==> config.mk <==
export PLATFORM = sky130hd
export DESIGN_NAME = ecio_top
export DESIGN_NICKNAME = d
export VERILOG_FILES = /design/src/pkg/ecio_pkg.sv /design/src/rtl/ecio_top.sv
export VERILOG_INCLUDE_DIRS = /design/src /design/src/pkg
export SDC_FILE = /design/constraint.sdc
export NUM_CORES = 1
export LEC_CHECK = 0
export ABC_AREA = 0
export BUFFER_PORTS_ARGS = -buffer_cell sky130_fd_sc_hd__buf_2
export CORE_ASPECT_RATIO = 1.4
export CORE_MARGIN = 1.5
export CORE_UTILIZATION = 50
export DETAILED_ROUTE_END_ITERATION = 6
export PLACE_DENSITY = 0.85
export SLEW_MARGIN = 20
export SYNTH_ARGS = -nofsm -noshare
export SYNTH_HDL_FRONTEND = slang
export SYNTH_SLANG_ARGS = --single-unit
==> constraint.sdc <==
create_clock -name core_clk -period 5.6 [get_ports core_clk]
set_input_delay 1.12 -clock core_clk [delete_from_list [all_inputs] [get_ports core_clk]]
set_output_delay 1.12 -clock core_clk [all_outputs]
set_load 0.01 [all_outputs]
==> src/pkg/ecio_defs.svh <==
// constants for the event contact i/o settings block; definitions only.
// assumes one 16-bit holding register port on the core clock.
`ifndef ECIO_DEFS_SVH
`define ECIO_DEFS_SVH

// register indices
`define ECIO_IDX_TYPE0 5'h00
`define ECIO_IDX_CHAN0 5'h04
`define ECIO_IDX_INV0 5'h08
`define ECIO_IDX_COMBINE 5'h0c
`define ECIO_IDX_DELAY 5'h0d
`define ECIO_IDX_CONTACT_MON 5'h0e
`define ECIO_IDX_LOGIC_MON 5'h0f
`define ECIO_IDX_OUT_STATE 5'h10
`define ECIO_IDX_MANUAL 5'h11
`define ECIO_IDX_SETPOINT 5'h12
`define ECIO_IDX_OUT_FUNC 5'h13
`define ECIO_IDX_OUT_CHAN 5'h14
`define ECIO_IDX_OUT_MODE 5'h15
`define ECIO_IDX_HYST 5'h16
`define ECIO_IDX_LATCH 5'h17
`define ECIO_IDX_ALM_DELAY 5'h18

// value limits
`define ECIO_TYPE_MAX 16'h0010
`define ECIO_CHAN_MIN 16'h0001
`define ECIO_CHAN_MAX 16'h0050
`define ECIO_LOCAL_CHANS 7'h08
`define ECIO_BIT_MAX 16'h0001
`define ECIO_COMBINE_MAX 16'h0003
`define ECIO_BYTE_MAX 16'h00ff
`define ECIO_OUT_FUNC_MAX 16'h001e
`define ECIO_OUT_CHAN_MAX 16'h0028
`define ECIO_OUT_MODE_MAX 16'h0028
`define ECIO_HYST_MAX 16'h03e8

// reset values
`define ECIO_RST_ZERO 16'h0000
`define ECIO_RST_CHAN 16'h0001
`define ECIO_RST_DELAY 8'h01
`define ECIO_RST_HYST 16'h000a

`endif

==> src/pkg/ecio_pkg.sv <==
// types for the event contact i/o settings block.
// assumes ecio_defs.svh supplies the numeric constants.
package ecio_pkg;
  // combine function codes
  typedef enum logic [1:0] {
    COMB_AND = 2'b00,
    COMB_NAND = 2'b01,
    COMB_OR = 2'b10,
    COMB_NOR = 2'b11
  } ecio_comb_e;
  typedef logic [15:0] ecio_word_t;
endpackage

==> src/rtl/ecio_top.sv <==
// event contact input and event output settings bank with logic section.
// assumes a host on the same clock drives the holding register port and
// the event output function and channel events come from same-clock logic.
`timescale 1ns/100ps
`include "ecio_defs.svh"

module ecio_top #(
  parameter int NUM_CONTACTS = 8,
  parameter int NUM_EXT = 72
) (
  // clock and reset
  input wire logic core_clk,
  input wire logic nrst,
  // holding register port
  input wire logic [4:0] regAddr,
  input wire logic regWrEn,
  input wire logic [15:0] regWrData,
  output logic [15:0] regRdData,
  output logic regWrReject,
  // contact pins and other channel events
  input wire logic [NUM_CONTACTS-1:0] contactPin,
  input wire logic [NUM_EXT-1:0] extEvent,
  // event output function request and alarm range limits
  input wire logic [7:0] eventOutReq,
  input wire logic signed [15:0] alarmLimLo,
  input wire logic signed [15:0] alarmLimHi,
  // results
  output logic logicResult,
  output logic [7:0] outDrive,
  output logic [15:0] alarmSetpoint,
  output logic [4:0] outFunction,
  output logic [5:0] outChannel,
  output logic [5:0] outMode,
  output logic [9:0] alarmHyst,
  output logic alarmLatch,
  output logic [7:0] alarmDelay
);

  // settings storage
  logic [4:0] inType_r [4];
  logic [6:0] inChan_r [4];
  logic [3:0] inInvert_r;
  ecio_pkg::ecio_comb_e combine_r;
  logic [7:0] inDelay_r;
  logic [7:0] manual_r;
  logic [15:0] setpoint_r;
  logic [4:0] outFunc_r;
  logic [5:0] outChan_r;
  logic [5:0] outMode_r;
  logic [9:0] hyst_r;
  logic latch_r;
  logic [7:0] almDelay_r;
  logic [7:0] outDrive_r;
  logic [15:0] rdData_r;
  logic wrReject_r;
  logic result_r;
  logic [7:0] stableCnt_r;
  logic [NUM_CONTACTS-1:0] sync1_r, sync2_r, sync3_r, contact_r;
  logic [3:0] logicIn;
  logic rawResult;
  logic wrOk;

  // range check shared by every writable setting except the setpoint, which is checked signed against the alarm limits
  function automatic logic inRange(input logic [15:0] v, input logic [15:0] lo,
                                   input logic [15:0] hi);
    inRange = (v >= lo) && (v <= hi);
  endfunction

  // pick one channel state: local contacts first, then the other channels
  function automatic logic chanState(input logic [6:0] ch,
                                     input logic [NUM_CONTACTS-1:0] loc,
                                     input logic [NUM_EXT-1:0] ext);
    logic [6:0] idx;
    idx = ch - 7'h01;
    if (ch <= `ECIO_LOCAL_CHANS) begin
      chanState = loc[idx[2:0]];
    end else begin
      chanState = ext[idx - `ECIO_LOCAL_CHANS];
    end
  endfunction

  // write validation; reserved or read-only indices refuse every write
  always_comb begin
    unique case (regAddr)
      `ECIO_IDX_TYPE0, 5'h01, 5'h02, 5'h03: wrOk = inRange(regWrData, `ECIO_RST_ZERO,
                                                            `ECIO_TYPE_MAX);
      `ECIO_IDX_CHAN0, 5'h05, 5'h06, 5'h07: wrOk = inRange(regWrData, `ECIO_CHAN_MIN,
                                                            `ECIO_CHAN_MAX);
      `ECIO_IDX_INV0, 5'h09, 5'h0a, 5'h0b, `ECIO_IDX_LATCH: wrOk = inRange(regWrData,
                                                       `ECIO_RST_ZERO, `ECIO_BIT_MAX);
      `ECIO_IDX_COMBINE: wrOk = inRange(regWrData, `ECIO_RST_ZERO, `ECIO_COMBINE_MAX);
      `ECIO_IDX_DELAY, `ECIO_IDX_MANUAL, `ECIO_IDX_ALM_DELAY: wrOk = inRange(regWrData,
                                                       `ECIO_RST_ZERO, `ECIO_BYTE_MAX);
      `ECIO_IDX_SETPOINT: wrOk = ($signed(regWrData) >= alarmLimLo)
                                 && ($signed(regWrData) <= alarmLimHi);
      `ECIO_IDX_OUT_FUNC: wrOk = inRange(regWrData, `ECIO_RST_ZERO, `ECIO_OUT_FUNC_MAX);
      `ECIO_IDX_OUT_CHAN: wrOk = inRange(regWrData, `ECIO_CHAN_MIN, `ECIO_OUT_CHAN_MAX);
      `ECIO_IDX_OUT_MODE: wrOk = inRange(regWrData, `ECIO_RST_ZERO, `ECIO_OUT_MODE_MAX);
      `ECIO_IDX_HYST: wrOk = inRange(regWrData, `ECIO_RST_ZERO, `ECIO_HYST_MAX);
      default: wrOk = 1'b0;
    endcase
  end

  // input side settings
  always_ff @(posedge core_clk or negedge nrst) begin
    if (!nrst) begin
      for (int i = 0; i < 4; i++) begin
        inType_r[i] <= 5'h00;
        inChan_r[i] <= 7'h01;
      end
      inInvert_r <= 4'h0;
      combine_r <= ecio_pkg::COMB_AND;
      inDelay_r <= `ECIO_RST_DELAY;
    end else if (regWrEn && wrOk) begin
      for (int i = 0; i < 4; i++) begin
        if (regAddr == `ECIO_IDX_TYPE0 + 5'(i)) inType_r[i] <= regWrData[4:0];
        if (regAddr == `ECIO_IDX_CHAN0 + 5'(i)) inChan_r[i] <= regWrData[6:0];
        if (regAddr == `ECIO_IDX_INV0 + 5'(i)) inInvert_r[i] <= regWrData[0];
      end
      if (regAddr == `ECIO_IDX_COMBINE) combine_r <= ecio_pkg::ecio_comb_e'(regWrData[1:0]);
      if (regAddr == `ECIO_IDX_DELAY) inDelay_r <= regWrData[7:0];
    end
  end

  // output side settings
  always_ff @(posedge core_clk or negedge nrst) begin
    if (!nrst) begin
      manual_r <= 8'h00;
      setpoint_r <= `ECIO_RST_ZERO;
      outFunc_r <= 5'h00;
      outChan_r <= 6'h01;
      outMode_r <= 6'h00;
      hyst_r <= 10'(`ECIO_RST_HYST);
      latch_r <= 1'b0;
      almDelay_r <= 8'h00;
    end else if (regWrEn && wrOk) begin
      unique case (regAddr)
        `ECIO_IDX_MANUAL: manual_r <= regWrData[7:0];
        `ECIO_IDX_SETPOINT: setpoint_r <= regWrData;
        `ECIO_IDX_OUT_FUNC: outFunc_r <= regWrData[4:0];
        `ECIO_IDX_OUT_CHAN: outChan_r <= regWrData[5:0];
        `ECIO_IDX_OUT_MODE: outMode_r <= regWrData[5:0];
        `ECIO_IDX_HYST: hyst_r <= regWrData[9:0];
        `ECIO_IDX_LATCH: latch_r <= regWrData[0];
        `ECIO_IDX_ALM_DELAY: almDelay_r <= regWrData[7:0];
        default: ;
      endcase
    end
  end

  // refused write flag, one cycle per refused write
  always_ff @(posedge core_clk or negedge nrst) begin
    if (!nrst) wrReject_r <= 1'b0;
    else wrReject_r <= regWrEn && !wrOk;
  end

  // contact pins: three stages, a bit changes once stages two and three agree
  always_ff @(posedge core_clk or negedge nrst) begin
    if (!nrst) begin
      sync1_r <= '0;
      sync2_r <= '0;
      sync3_r <= '0;
      contact_r <= '0;
    end else begin
      sync1_r <= contactPin;
      sync2_r <= sync1_r;
      sync3_r <= sync2_r;
      for (int i = 0; i < NUM_CONTACTS; i++) begin
        if (sync2_r[i] == sync3_r[i]) contact_r[i] <= sync3_r[i];
      end
    end
  end

  // logic inputs; type 0 leaves an input unused and reading off
  always_comb begin
    for (int i = 0; i < 4; i++) begin
      logicIn[i] = (inType_r[i] != 5'h00)
                   && (chanState(inChan_r[i], contact_r, extEvent) ^ inInvert_r[i]);
    end
  end

  always_comb begin
    unique case (combine_r)
      ecio_pkg::COMB_AND: rawResult = &logicIn;
      ecio_pkg::COMB_NAND: rawResult = ~&logicIn;
      ecio_pkg::COMB_OR: rawResult = |logicIn;
      ecio_pkg::COMB_NOR: rawResult = ~|logicIn;
    endcase
  end

  // delay count applied
  // one sample per clock; a glitch back to the held value restarts the count
  always_ff @(posedge core_clk or negedge nrst) begin
    if (!nrst) begin
      result_r <= 1'b0;
      stableCnt_r <= 8'h00;
    end else if (rawResult == result_r) begin
      stableCnt_r <= 8'h00;
    end else if (inDelay_r == 8'h00 || stableCnt_r + 8'h01 >= inDelay_r) begin
      result_r <= rawResult;
      stableCnt_r <= 8'h00;
    end else begin
      stableCnt_r <= stableCnt_r + 8'h01;
    end
  end

  // output drive: manual bits or the event output function
  always_ff @(posedge core_clk or negedge nrst) begin
    if (!nrst) outDrive_r <= 8'h00;
    else outDrive_r <= manual_r | eventOutReq;
  end

  // read mux, registered; unmapped indices read zero
  always_ff @(posedge core_clk or negedge nrst) begin
    if (!nrst) begin
      rdData_r <= `ECIO_RST_ZERO;
    end else begin
      rdData_r <= `ECIO_RST_ZERO;
      for (int i = 0; i < 4; i++) begin
        if (regAddr == `ECIO_IDX_TYPE0 + 5'(i)) rdData_r <= 16'(inType_r[i]);
        if (regAddr == `ECIO_IDX_CHAN0 + 5'(i)) rdData_r <= 16'(inChan_r[i]);
        if (regAddr == `ECIO_IDX_INV0 + 5'(i)) rdData_r <= 16'(inInvert_r[i]);
      end
      unique case (regAddr)
        `ECIO_IDX_COMBINE: rdData_r <= 16'(combine_r);
        `ECIO_IDX_DELAY: rdData_r <= 16'(inDelay_r);
        `ECIO_IDX_CONTACT_MON: rdData_r <= 16'(contact_r);
        `ECIO_IDX_LOGIC_MON: rdData_r <= 16'({result_r, logicIn});
        `ECIO_IDX_OUT_STATE: rdData_r <= 16'(outDrive_r);
        `ECIO_IDX_MANUAL: rdData_r <= 16'(manual_r);
        `ECIO_IDX_SETPOINT: rdData_r <= setpoint_r;
        `ECIO_IDX_OUT_FUNC: rdData_r <= 16'(outFunc_r);
        `ECIO_IDX_OUT_CHAN: rdData_r <= 16'(outChan_r);
        `ECIO_IDX_OUT_MODE: rdData_r <= 16'(outMode_r);
        `ECIO_IDX_HYST: rdData_r <= 16'(hyst_r);
        `ECIO_IDX_LATCH: rdData_r <= 16'(latch_r);
        `ECIO_IDX_ALM_DELAY: rdData_r <= 16'(almDelay_r);
        default: ;
      endcase
    end
  end

  // outputs straight from flops
  assign regRdData = rdData_r;
  assign regWrReject = wrReject_r;
  assign logicResult = result_r;
  assign outDrive = outDrive_r;
  assign alarmSetpoint = setpoint_r;
  assign outFunction = outFunc_r;
  assign outChannel = outChan_r;
  assign outMode = outMode_r;
  assign alarmHyst = hyst_r;
  assign alarmLatch = latch_r;
  assign alarmDelay = almDelay_r;
endmodule

==> results.toml <==
[run_status]
status = "complete, no violations"

[die]
start_util = 0.508
die_area_mm2 = 0.0259
die_h_um = 190
io_pins = 222
core_area_mm2 = 0.0246
die-width_um = 137
num_rows = 68

[pwr]
ir_worst_vdd_mv = 0.214
power.density_mw_per_mm2 = 214
power.leakage_nw = 6.84

[route]
dr_wl_met2_um = 20200
vias_per_cell = 6.64
finalWirelength_um = 39700
dr.pass1.iters = 6
met3_length_um = 3750
drc_errors = 0
dr.first_iter.drc_count = 1098
ant_nets = 0
wl_met1_um = 13600
vias = 10800
topRoutingLayerUsed = "met4"
wl_per_cell_um = 24.5

[layout]
finish.net_count = 1485
finalNonFillerCells = 1620
layout_commonest_cell = "buf_2"
design_area_mm2 = 0.0145
final_layout_size_suffix_gt1_frac = 0.385
layout_common_cells = "220 x buf_2, 180 x dfrtp_1, 113 x mux2_2, 83 x mux4_2, 67 x nand2_1"
area_growth_pct = 16.4
n_antenna_cell = 0
fin_util = 0.591

[logic_synthesis]
synth_ff_type = "dfrtp_1"
syn_area_per_cell_um2 = 11.5
synth-edff-count = 0
synth_cell_types = 76
yosysWarnings = 0
ys_seq_area_frac = 0.378
ys_ff_latch = 188
synthArstFlopShare = 1.00
syn_inst = 1089
syn_nets = 1282
synth_area_mm2 = 0.0125

[cts]
cts_buffers = 17
clk_latency_ns = 0.44
cts_root_buf = "clkbuf_16"
holdBufCountCts = 0
cts_htree_levels = 4
cts_tree = "yes"
cts_buffer_depth = 2
post-cts-setup-buffers = 0
clk_pin_slew_ns = 0.06
cts.sinks = 188
post_cts_resized = 0

[timing]
clock_skew_ns = 0.0121
min_period_ns = 4.36
setup_viol = 0
final-max-slew-violation-count = 0
fmax_mhz = 229
finalHoldViolCount = 0
maxSlewHeadroom = 0.300
rsz0062_at_grt = "no"
finalCritPeriodShare = 0.779
worst_slew_pin_slew_ns = 1.05
finalSetupTns_ns = 0

[grt]
antenna_found_initial = 0
grt_overflow = 0
grt_pass1_wl_um = 60800
grt_max_degree = 106
grt_use_total = 0.312
grt_pass1_vias = 10800

[place]
placed_cells = 1588
place_congestion = 1.01
hpwl_um = 29300
io_buffers = 221
placed_area_mm2 = 0.0139

[worst_setup_path]
r2r-end = "stableCnt_r[0]"
r2r_slack_ns = 1.24
required_ns = 5.96
r2r_cells = 13
criticalPathCategory = "register to register"
crit_path_start_kind = "register"
cp-end-kind = "register"
crit_fanout = 17
arrival_ns = 4.72
timing.rr.start = "inChan_r[14]"

[worst_hold_path]
holdPathEnd = "sync2_r[0]"
hold_class = "register to register"
hp-start = "sync1_r[0]"
holdPathStages = 0

[run]
cap_violations = 0
[per-stage QoR]
step | worst slack (ns) | power [W] | hold WS [ns]
4_1_cts | 1.31 | 0.00311 | 0.357
2_1_floorplan | 1.28 | 0.00163 | 0.331
3_3_place_gp | 1.13 | 0.00182 | 0.334
6_report | 1.24 | 0.00311 | 0.359
3_5_place_dp | 1.08 | 0.00183 | 0.336
5_1_grt | 1.04 | 0.00320 | 0.357
[synth_stat cells (9+ instances only)]
master,count,area share
nand2_1,67,0.020
a22oi_1,25,0.015
mux4_2,83,0.15
buf_2,11,0.0044
nand2b_1,16,0.0080
and2_1,10,0.0050
or2_2,10,0.0050
nand3_1,25,0.010
nor3_1,23,0.0092
o21ai_0,38,0.015
clkbuf_1,42,0.013
inv_1,58,0.017
a22o_1,10,0.0070
nand4_1,9,0.0045
dfrtp_1,180,0.36
a222oi_1,12,0.0096
a21o_1,11,0.0066
xnor2_1,17,0.012
xor2_1,11,0.0077
a21oi_1,22,0.0088
mux2_2,113,0.10
mux2i_1,27,0.022
nor2_1,54,0.016
nor2b_1,20,0.010
a221oi_1,9,0.0063
ha_1,49,0.049
[worst max-delay path by stage]
| stage | startpoint | to | slack [ns] | cells past startpoint |
|---|---|---|---|---|
| global route | inChan_r[14] | stableCnt_r[0] | 1.04 | 13 |
| CTS | inChan_r[14] | stableCnt_r[0] | 1.31 | 12 |
| floorplan | regWrData[0] | alarmSetpoint[10] | 1.28 | 16 |
| global placement | regWrData[0] | alarmDelay[2] | 1.13 | 13 |
| detailed placement | regWrData[0] | alarmDelay[7] | 1.08 | 13 |
| finish | inChan_r[14] | stableCnt_r[0] | 1.24 | 13 |
[critical path: stages (launching register included)]
cell and delay, ns:
dfstp_2 0.53, inv_1 0.05, ha_1 0.89, buf_4 0.28, mux4_2 0.29, nor2b_1 0.14, a211oi_1 0.47, a2111oi_2 0.14
o21ai_1 0.27, mux2_4 0.35, nor3_1 0.20, o22ai_2 0.16, xor3_2 0.34, nor3b_2 0.18
[layer usage]
metal	global-route usage	vias to the layer above
met5	0	-
met1	0.365	5300
met2	0.539	733
met3	0.0549	166
li1	-	4554
met4	0.168	0
[layout make-up]
type | count | area [um^2]
clock inverter | 11 | 181
clock buffer | 21 | 450
inverter | 59 | 221
tap | 315 | 394
timing repair buffer | 245 | 1290
fill | 1942 | 10100
sequential | 188 | 4710
multi-input combinational | 781 | 7270
[report_power, final]
| group | total (W) | internal, W | switching (W) |
|---|---|---|---|
| Clock | 0.00130 | 0.000768 | 0.000528 |
| Sequential | 0.00143 | 0.00139 | 0.0000399 |
| Combinational | 0.000380 | 0.000169 | 0.000211 |
| Total | 0.00311 | 0.00233 | 0.000779 |
[logic make-up (layout without fill, tap and decap cells)]
kind of cell               after synthesis  after routing  share of synthesized area
AOI/OAI and AO/OA                      193            193                      0.111
muxes                                  226            226                      0.279
and+or+nand+nor                        273            273                      0.111
xor gates and xnor gates                32             32                     0.0256
buffers and inverters                  120            336                     0.0399
adders and majority gates               57             57                     0.0555
DFF                                    188            188                      0.378
[flip-flops by register name, indices dropped and copies added, names as in the netlist, 10 cells and up]
name           flops
inType_r          20
regRdData         16
alarmHyst         10
alarmSetpoint     16
inChan_r          28
Note: power is estimated with default switching activity, not from simulation.
